**config.mk**
```make
export PLATFORM = sky130hd
export DESIGN_NAME = sar_adc_conversion_control
export DESIGN_NICKNAME = d
export VERILOG_FILES = /design/src/sar_ctrl_pkg.sv /design/src/pin_sync.sv /design/src/sar_adc_conversion_control.sv
export SDC_FILE = /design/constraint.sdc
export NUM_CORES = 1
export LEC_CHECK = 0
export BUFFER_PORTS_ARGS = -buffer_cell sky130_fd_sc_hd__buf_4
export CORE_ASPECT_RATIO = 1.75
export CORE_MARGIN = 4
export CORE_UTILIZATION = 35
export DETAILED_ROUTE_END_ITERATION = 7
export GPL_ROUTABILITY_DRIVEN = 0
export HOLD_SLACK_MARGIN = 0.03
export SYNTH_ARGS = -nofsm -noshare
export SYNTH_HDL_FRONTEND = slang
export SYNTH_SLANG_ARGS = --single-unit
```
**constraint.sdc**
```tcl
create_clock -name mclk -period 1.4 [get_ports mclk]
set_input_delay 0.07 -clock mclk [delete_from_list [all_inputs] [get_ports mclk]]
set_output_delay 0.07 -clock mclk [all_outputs]
set_load 0.05 [all_outputs]
```
**src/sar_ctrl_pkg.sv**
```systemverilog
// Shared constants for the successive-approximation conversion control.
// Assumes a single 50 MHz clock domain and an external comparator/ladder.
package sar_ctrl_pkg;
  localparam int          RESULT_W      = 8;       // Result width, one trial per bit
  localparam int          LADDER_STEPS  = 256;     // Equal steps across the reference span
  localparam int          TRIAL_CNT_W   = 3;       // Counter width for eight trials
  localparam logic [7:0]  SAR_RESET_VAL = 8'h00;   // Cleared approximation register
  localparam logic [7:0]  DATA_RESET_VAL = 8'h00;  // Output data register at reset
  localparam logic [7:0]  TOP_TRIAL_BIT = 8'h80;   // First trial weight, MSB
  localparam int          DONE_LOW_MAX_CLK = 8;    // Latest fall of done after launch rise
  localparam int          SYNC_STAGES   = 3;       // Pin synchroniser depth

  typedef enum logic [1:0] {
    ST_IDLE  = 2'b00,
    ST_HOLD  = 2'b01,
    ST_TRIAL = 2'b11,
    ST_LOAD  = 2'b10
  } conv_state_e;
endpackage

```
**src/pin_sync.sv**
```systemverilog
// Three-stage synchroniser for one asynchronous pin.
// Assumes the pin may change at any time relative to mclk.
`timescale 1ns/1ps
`default_nettype none
module pin_sync (
  // Clock, reset, enable
  input  wire logic mclk,
  input  wire logic reset,
  input  wire logic clkEn,
  // Pin and clean level
  input  wire logic pinAsync,
  output logic      pinLevel
);
  import sar_ctrl_pkg::*;

  logic [SYNC_STAGES-1:0] stage_r;

  // Shift chain; first stage feeds only the second
  always_ff @(posedge mclk or posedge reset) begin
    if (reset) begin
      stage_r <= '0;
    end else if (clkEn) begin
      stage_r <= {stage_r[SYNC_STAGES-2:0], pinAsync};
    end
  end

  // A change counts only once stages two and three agree
  always_ff @(posedge mclk or posedge reset) begin
    if (reset) begin
      pinLevel <= 1'b0;
    end else if (clkEn && (stage_r[1] == stage_r[2])) begin
      pinLevel <= stage_r[2];
    end
  end
endmodule
`default_nettype wire

```
**src/sar_adc_conversion_control.sv**
```systemverilog
// Conversion control for an 8-bit successive-approximation converter.
// Assumes an external comparator that answers within one mclk of trialCode.
`timescale 1ns/1ps
`default_nettype none
module sar_adc_conversion_control (
  // Clock, reset, enable
  input  wire logic                              mclk,
  input  wire logic                              reset,
  input  wire logic                              clkEn,
  // Launch pin from the controller
  input  wire logic                              conversion_launch_pulse,
  // Ladder and comparator
  output logic [sar_ctrl_pkg::RESULT_W-1:0]      trialCode,
  input  wire logic                              compAtOrAbove,
  // Result side
  output logic [sar_ctrl_pkg::RESULT_W-1:0]      resultData,
  output logic                                   convDone
);
  import sar_ctrl_pkg::*;

  conv_state_e              state_r;
  logic [RESULT_W-1:0]      sar_r;
  logic [RESULT_W-1:0]      trialBit_r;
  logic [TRIAL_CNT_W-1:0]   trialCnt_r;
  logic                     launchLvl;
  logic                     launchPrev_r;
  logic                     launchRise;
  logic                     launchFall;
  logic                     loadDone_r;
  logic [3:0]               riseAge_r;

  // Launch pin arrives from outside, so it is synchronised first
  pin_sync u_launch_sync (
    .mclk     (mclk),
    .reset    (reset),
    .clkEn    (clkEn),
    .pinAsync (conversion_launch_pulse),
    .pinLevel (launchLvl)
  );

  // Edge detection on the cleaned level
  always_ff @(posedge mclk or posedge reset) begin
    if (reset) begin
      launchPrev_r <= 1'b0;
    end else if (clkEn) begin
      launchPrev_r <= launchLvl;
    end
  end
  assign launchRise = launchLvl & ~launchPrev_r;
  assign launchFall = ~launchLvl & launchPrev_r;

  // Sequencer; a rise wins over any state so a running conversion is dropped
  always_ff @(posedge mclk or posedge reset) begin
    if (reset) begin
      state_r <= ST_IDLE;
    end else if (clkEn) begin
      if (launchRise) begin
        state_r <= ST_HOLD;
      end else begin
        unique case (state_r)
          ST_IDLE:  state_r <= ST_IDLE;
          ST_HOLD: begin
            if (launchFall) begin
              state_r <= ST_TRIAL;
            end
          end
          ST_TRIAL: begin
            if (trialCnt_r == TRIAL_CNT_W'(RESULT_W - 1)) begin
              state_r <= ST_LOAD;
            end
          end
          ST_LOAD:  state_r <= ST_IDLE;
        endcase
      end
    end
  end

  // Approximation register: cleared on launch, one bit decided per trial
  always_ff @(posedge mclk or posedge reset) begin
    if (reset) begin
      sar_r      <= SAR_RESET_VAL;
      trialBit_r <= TOP_TRIAL_BIT;
      trialCnt_r <= '0;
    end else if (clkEn) begin
      if (launchRise || state_r == ST_HOLD) begin
        sar_r      <= SAR_RESET_VAL;
        trialBit_r <= TOP_TRIAL_BIT;
        trialCnt_r <= '0;
      end else if (state_r == ST_TRIAL) begin
        // Keep the trial bit only when input is at or above the tap
        if (compAtOrAbove) begin
          sar_r <= sar_r | trialBit_r;
        end
        trialBit_r <= trialBit_r >> 1;
        trialCnt_r <= trialCnt_r + TRIAL_CNT_W'(1);
      end
    end
  end

  // Ladder tap selection: code N picks tap N of 256 equal steps; the
  // ladder end resistors give the half-step offset of the first transition
  assign trialCode = sar_r | trialBit_r;

  // Output data register, straight binary, updated in the load state
  always_ff @(posedge mclk or posedge reset) begin
    if (reset) begin
      resultData <= DATA_RESET_VAL;
    end else if (clkEn && state_r == ST_LOAD) begin
      resultData <= sar_r;
    end
  end

  // Done rises the clock after the data load; falls on the launch edge.
  // Held low from reset so free-run needs an external first pulse.
  always_ff @(posedge mclk or posedge reset) begin
    if (reset) begin
      loadDone_r <= 1'b0;
      convDone   <= 1'b0;
    end else if (clkEn) begin
      loadDone_r <= (state_r == ST_LOAD) && !launchRise;
      if (launchRise) begin
        convDone <= 1'b0;
      end else if (loadDone_r) begin
        convDone <= 1'b1;
      end
    end
  end

  // Clocks since the last detected launch rise, saturating; only used to
  // bound the fall of done, so four bits are plenty for a limit of eight
  always_ff @(posedge mclk or posedge reset) begin
    if (reset) begin
      riseAge_r <= 4'h0;
    end else if (clkEn) begin
      if (launchRise) begin
        riseAge_r <= 4'h1;
      end else if (riseAge_r != 4'h0 && riseAge_r != 4'hF) begin
        riseAge_r <= riseAge_r + 4'h1;
      end
    end
  end

  // Done goes low within the allowed count after the launch rise
  AST_DONE_FALLS: assert property (@(posedge mclk) disable iff (reset)
    (clkEn && launchRise) |=> !convDone)
    else $error("done not low after launch");

  // Register stays clear while the launch level is high
  AST_HOLD_CLEAR: assert property (@(posedge mclk) disable iff (reset)
    (clkEn && state_r == ST_HOLD) |=> (sar_r == SAR_RESET_VAL))
    else $error("register not cleared during launch");

  // No trial starts before the launch falls
  AST_WAIT_FALL: assert property (@(posedge mclk) disable iff (reset)
    (state_r == ST_HOLD && launchLvl && clkEn) |=> state_r != ST_TRIAL)
    else $error("trial began before launch fell");

  // Exactly eight trials between hold and load without clock gating
  // A relaunch abandons the run, so it ends the attempt rather than failing it
  AST_EIGHT_TRIALS: assert property (@(posedge mclk)
    disable iff (reset || !clkEn || launchRise)
    ($rose(state_r == ST_TRIAL) && !launchRise) |->
      (state_r == ST_TRIAL)[*8] ##1 (state_r == ST_LOAD))
    else $error("trial count not eight");

  // Restart abandons a running conversion
  AST_RESTART: assert property (@(posedge mclk) disable iff (reset)
    (clkEn && launchRise && state_r == ST_TRIAL) |=> state_r == ST_HOLD)
    else $error("running conversion not abandoned");

  // Data loads one clock before done rises
  AST_LOAD_BEFORE_DONE: assert property (@(posedge mclk) disable iff (reset || !clkEn)
    $rose(convDone) |-> $past(state_r, 2) == ST_LOAD && resultData == $past(sar_r, 2))
    else $error("data not loaded before done");

  // First trial code is the MSB alone
  AST_MSB_FIRST: assert property (@(posedge mclk) disable iff (reset)
    (clkEn && state_r == ST_HOLD && !launchRise) |=> trialCode == TOP_TRIAL_BIT)
    else $error("first trial not MSB");

  // A kept bit matches the comparator answer
  AST_BIT_KEEP: assert property (@(posedge mclk) disable iff (reset)
    (clkEn && state_r == ST_TRIAL && !launchRise) |=>
      ((sar_r & $past(trialBit_r)) != 0) == $past(compAtOrAbove))
    else $error("trial bit decision wrong");

  // Done stays low for the whole allowed span after a launch rise
  AST_DONE_BOUND: assert property (@(posedge mclk) disable iff (reset)
    (riseAge_r != 4'h0 && riseAge_r <= 4'(DONE_LOW_MAX_CLK)) |-> !convDone)
    else $error("done high inside launch span");

  // Trial weight walks one place toward the LSB each trial
  AST_TRIAL_WALK: assert property (@(posedge mclk) disable iff (reset)
    (clkEn && state_r == ST_TRIAL && !launchRise) |=> trialBit_r == ($past(trialBit_r) >> 1))
    else $error("trial weight did not step");

  // Nothing starts from idle without a launch rise
  AST_IDLE_STAYS: assert property (@(posedge mclk) disable iff (reset)
    (clkEn && state_r == ST_IDLE && !launchRise) |=> state_r == ST_IDLE)
    else $error("left idle without launch");

  // Result only changes through the load state
  AST_DATA_HOLDS: assert property (@(posedge mclk) disable iff (reset)
    (clkEn && state_r != ST_LOAD) |=> $stable(resultData))
    else $error("result changed outside load");

  // Done is a level, held until the next launch rise
  AST_DONE_HOLDS: assert property (@(posedge mclk) disable iff (reset)
    (clkEn && convDone && !launchRise) |=> convDone)
    else $error("done dropped without launch");

  // A low enable freezes sequencer, register and outputs
  AST_CLKEN_HOLD: assert property (@(posedge mclk) disable iff (reset)
    !clkEn |=> ($stable(state_r) && $stable(sar_r) && $stable(resultData)
      && $stable(convDone)))
    else $error("state moved while disabled");
endmodule
`default_nettype wire

```
Word-level counts from Yosys, hierarchy flattened
Index checks and enable logic that the tools add are counted.

Output and inout port bits: 17. Bits in registers: 36.

Reductions and logical operators: 14. Eq/ne operators: 7. Multiplexer cells: 13. Bitwise operators: 5. Add/subtract/negate cells: 1.

Operators with widths (count): 2-to-1 mux 8 bit (5); OR 8 bit (1); 2-to-1 mux 2 bit (3); 2-to-1 mux 3 bit (2); != test 3 bit, second input constant (2); one-hot mux 2 bit (3 select lines) (1); AND reduction 3 bit (2); nonzero test 2 bit (3); == test 2 bit, second input constant (2); AND reduction 2 bit (2); adder 3 x 1 -> 3 bit, second input constant (1); == test 3 bit, second input constant (1); logical AND 1 bit (3); bitwise AND 1 bit (2); == test 2 x 1 -> 1 bit, second input constant (1); zero test 2 bit (1); 2-to-1 mux 1 bit (2); NOT 1 bit (2); OR reduction 2 bit (1); == test 1 bit (1); zero test 1 bit (1); logical OR 1 bit (1).

Longest topological paths before layout
Word-level depth: 5. Mapped depth: 6.

Modules after synthesis
A second synthesis with hierarchy kept.

Cell total of the unflattened synthesis: 109. Area, all modules: 1477.7 sq um.

Modules (own cells, without submodules): sar_adc_conversion_control (instances 1, cells each 98, area each 1317.5 sq um); pin_sync (instances 1, cells each 11, area each 160.2 sq um).

Worst setup path before layout
OpenSTA, ideal clock, no wires.

Path type: reg-to-reg. Start point: reg launchPrev_r. End point: reg sar_r[0]. Buffers on the path: 1. Slack: -0.002 ns. Setup time: 0.121 ns. Period minus slack after synthesis: 1.402 ns. Stages on the path, launching flop included: 7. Arrival: 1.281 ns. Path through: dfrtp_1 > inv_1 > ha_1 > and4b_4 > and2_1 > buf_6 > a22o_1.

Word-level cells in the longest chain between the ends: 5. Elaborated cells between the ends (all ways): 7. Classes of those cells: 1 x mux; 2 x bitwise; 4 x reduce/logical.

Ends and longest elaborated chain: start: declaration (line sar_adc_conversion_control.sv:26) `logic launchPrev_r;`; start signal: assignment (line sar_adc_conversion_control.sv:46) `launchPrev_r <= launchLvl;`; NOT 1 bit * (line sar_adc_conversion_control.sv:49) `assign launchRise = launchLvl & ~launchPrev_r;`; bitwise AND 1 bit * (line sar_adc_conversion_control.sv:49); logical OR 1 bit * (line sar_adc_conversion_control.sv:85) `if (launchRise || state_r == ST_HOLD) begin`; nonzero test 2 bit (no source line); AND reduction 3 bit (no source line); end signal: assignment (line sar_adc_conversion_control.sv:92) `sar_r <= sar_r | trialBit_r;`; end: declaration (line sar_adc_conversion_control.sv:22) `logic [RESULT_W-1:0] sar_r;`.

Mark *: on every way between the ends. The rest lies on a longest branch, timed or not. A chain may end at the register's enable or synchronous reset.

Final worst setup path
Start point: reg launchPrev_r. End point: reg sar_r[7].

Same word-level chain as after synthesis.

==> run_results.csv <==
group,metric,value,unit
pwr,seq_power_share,0.376,
synth,postSynthAreaPerCell,13.4,µm²
synth,yosys_warnings,0,
clock_network,cts.sinks,36,
synth,synth_top_family_by_area,"compound AO/OA/AOI/OAI gates",
sta,setup_viol,0,
job,drv_cap,0,
pwr,p_leak,0.975,nW
synth,synth-seq-cells,36,
final_layout,regArea,902,µm²
synth,ys_seq_area_frac,0.608,
final_layout,mostFrequentLayoutCell,"dfrtp_1",
routing,drt-initial-drc-count,22,
final_layout,fin_area,1900,µm²
clock_network,clk_latency,290,ps
global_route,grt_max_degree,37,
floorplan,die_area,5390,µm²
synth,synthSimpleGateAreaFrac,0.0809,
final_layout,fill_cells,416,
routing,drtPass1Iterations,4,
sta,min_period,1370,ps
worst_setup_path,critPathMaxStageDelay,370,ps
global_route,grt_overflow_total,0,
worst_hold_path,min_from,"clkEn",
worst_setup_path,r2r_slack,30,ps
routing,vias,981,
sta,slew_headroom,0.698,
placement,dpl_cell_area,1730,µm²
clock_network,clockBufferDepth,2,
pwr,power.switching,1.53,mW
final_layout,instances_no_fill,196,
pwr,p_per_area,2140,nW/µm²
synth,synth_area_leaders,"dfrtp_1, a22o_1, mux2_2",
synth,netlist_instances,111,
final_layout,multiInputGateArea,543,µm²
floorplan,rows,31,
routing,drc,0,
worst_hold_path,holdCritPathClass,"input pin to flip-flop",
routing,drt-vias-per-instance,5.01,
synth,yosysUniqueCellTypes,25,
global_route,grt_pass1_vias,1103,
final_layout,fin_nets,155,
placement,port_buffers,21,
clock_network,cts_tree,"yes",
worst_hold_path,min_path_cells,2,
final_layout,drive_gt1_frac,0.442,
worst_setup_path,cp_slowest_cell,"dfrtp_1",
final_layout,area_growth,27.8,%
synth,yosysTopAreaCellShare,0.590,
routing,ant_nets,0,
placement,dp_hpwl,2000,µm
worst_setup_path,worstSetupEndpointType,"flip-flop",
placement,dpl.cell_count,184,
final_layout,n_antenna_cell,0,
worst_setup_path,ff2ff_path_depth,6,
floorplan,initial_core_util,0.361,
floorplan,io_pins,22,
clock_network,numCtsBuffers,5,
pwr,p_comb_frac,0.406,
run_status,status,"finished clean",
sta,rsz0062_at_grt,"true",
sta,tightest_slew,454,ps
sta,fin_crit_sh,0.977,
synth,synth_compound_area_frac,0.147,
pwr,swShare,0.376,
pwr,ir_drop,979,µV
global_route,grt_pass1_wl,4970,µm
routing,routed_wl,2840,µm
worst_setup_path,crit_arrival,1540,ps
floorplan,die_x,57.2,µm
floorplan,fp.coreArea,4110,µm²
worst_setup_path,critPathMaxFanout,4,
worst_hold_path,holdPathEnd,"state_r[1]",
sta,final_hold_viol_count,0,
final_layout,final_cell_mix,"dfrtp_1, buf_4, a22o_1",
pwr,pwr-share-clk,0.218,
clock_network,root_buffer,"clkbuf_8",
synth,synth.area.mux_share,0.0911,
global_route,grt_use_total,0.119,
final_layout,post-route-util,0.461,
synth,synth_nets,120,
sta,finClkSkew,4.05,ps
synth,yosys.area_share.xor_xnor,0,
synth,yosys.area_share.adder,0.0337,
floorplan,dieHeight,94.1,µm
sta,setup_tns,0,ps
worst_setup_path,required,1570,ps
global_route,antenna_found_initial,0,
sta,slew_viol_final,0,
clock_network,htreeDepth,2,
worst_setup_path,rr_endpoint,"sar_r[7]",
worst_setup_path,criticalPathCategory,"flip-flop to flip-flop",
worst_setup_path,startpoint_type,"flip-flop",
worst_setup_path,cp_cell_sequence,"inv_2, ha_4, and4b_4, buf_6, and3_1, o21a_1",
routing,post_drt_wl_per_cell,14.5,µm
synth,syn_area,1480,µm²
sta,fmax,0.731,GHz
worst_setup_path,r2r_start,"launchPrev_r",
synth,yosys.area.top_type,"dfrtp_1",
pwr,p_int,2.53,mW
clock_network,clk_pin_slew,60,ps
-- power groups by stage --
| stage | Clock, mW | Combinational [mW] | Sequential (mW) |
|---|---|---|---|
| 2_1_floorplan | 0 | 0.973 | 1.66 |
| 3_3_place_gp | 0 | 1.55 | 1.52 |
| 3_5_place_dp | 0 | 1.59 | 1.54 |
| 4_1_cts | 0.907 | 1.61 | 1.53 |
| 5_1_grt | 0.957 | 1.78 | 1.57 |
| 6_report | 0.885 | 1.65 | 1.53 |
-- critical path: cells and delay by family (launching register included) --
kind	cells	cell delay, ps
AO/OA/AOI/OAI	1	160
adder cells (fa/ha/maj)	1	140
buffers and inverters	2	210
flip-flops	1	370
AND/OR/NAND/NOR	2	370
-- Yosys cell counts --
master / count
o21ai_0: 3
o21ai_1: 1
nor2b_1: 1
nor2_1: 1
and3_1: 1
and4b_4: 1
clkbuf_1: 1
inv_1: 6
o22ai_1: 1
and2_1: 1
dfrtp_1: 35
nand2_1: 1
nand3b_2: 1
dfstp_2: 1
nor3b_1: 1
ha_1: 4
or2_2: 8
a21oi_1: 7
buf_6: 2
o21a_1: 1
buf_2: 2
a22o_1: 17
mux2_2: 12
nand3_1: 1
nand2b_1: 1
-- layout make-up --
type | count | share of cell area
timing repair buffer | 33 | 0.137
sequential | 36 | 0.476
clock buffer | 6 | 0.0383
inverter | 6 | 0.0119
clock inverter | 2 | 0.0185
tap | 49 | 0.0323
multi-input combinational | 64 | 0.286
-- repair_timing --
item                       in CTS  in global routing
gates resized for setup         3                  4
setup endpoints to repair       8                 12
buffers inserted                0                  2
hold buffers                    2                  0
hold endpoints to repair       36                  0
pin swaps                       0                  1
-- cell families (layout without fill, tap and decap cells) --
kind of cell | after synthesis | in the layout
DFF | 36 | 36
AOI/OAI and AO/OA | 30 | 30
and+or+nand+nor | 18 | 18
muxes | 12 | 12
buffers and inverters | 11 | 47
adders and majority gates | 4 | 4
-- state kept, by name, summed over array words and instances (netlist names) --
name and flops:
u_launch_sync.pinLevel 1, sar_r 8, trialBit_r 8, loadDone_r 1
trialCnt_r 3, state_r 2, u_launch_sync.stage_r 3, convDone 1
launchPrev_r 1, resultData 8
-- per-stage QoR --
step / total power [mW] / setup slack (ps) / hold WS (ps)
3_3_place_gp: 3.08 / 36.8 / 199
6_report: 4.06 / 32.7 / 110
5_1_grt: 4.30 / -17.9 / 132
2_1_floorplan: 2.64 / 16.7 / 222
3_5_place_dp: 3.13 / -27.7 / 211
4_1_cts: 4.04 / 12.3 / 109
-- per-layer routing --
metal | up-vias | track usage | wire [µm]
li1 | 463 | - | -
met1 | 491 | 0.119 | 1060
met2 | 20 | 0.218 | 1590
met3 | 7 | 0.0358 | 109
met4 | 0 | 0.0561 | 82
met5 | - | 0 | 0
-- worst max path at each step --
stage,endpoint,from,cells past startpoint
5_1_grt,sar_r[7],u_launch_sync.pinLevel,5
6_report,sar_r[7],launchPrev_r,6
4_1_cts,sar_r[7],u_launch_sync.pinLevel,5
3_5_place_dp,sar_r[2],u_launch_sync.pinLevel,4
3_3_place_gp,sar_r[7],launchPrev_r,6
2_1_floorplan,sar_r[0],launchPrev_r,6
No activity file was read; power rests on OpenSTA's default activity.
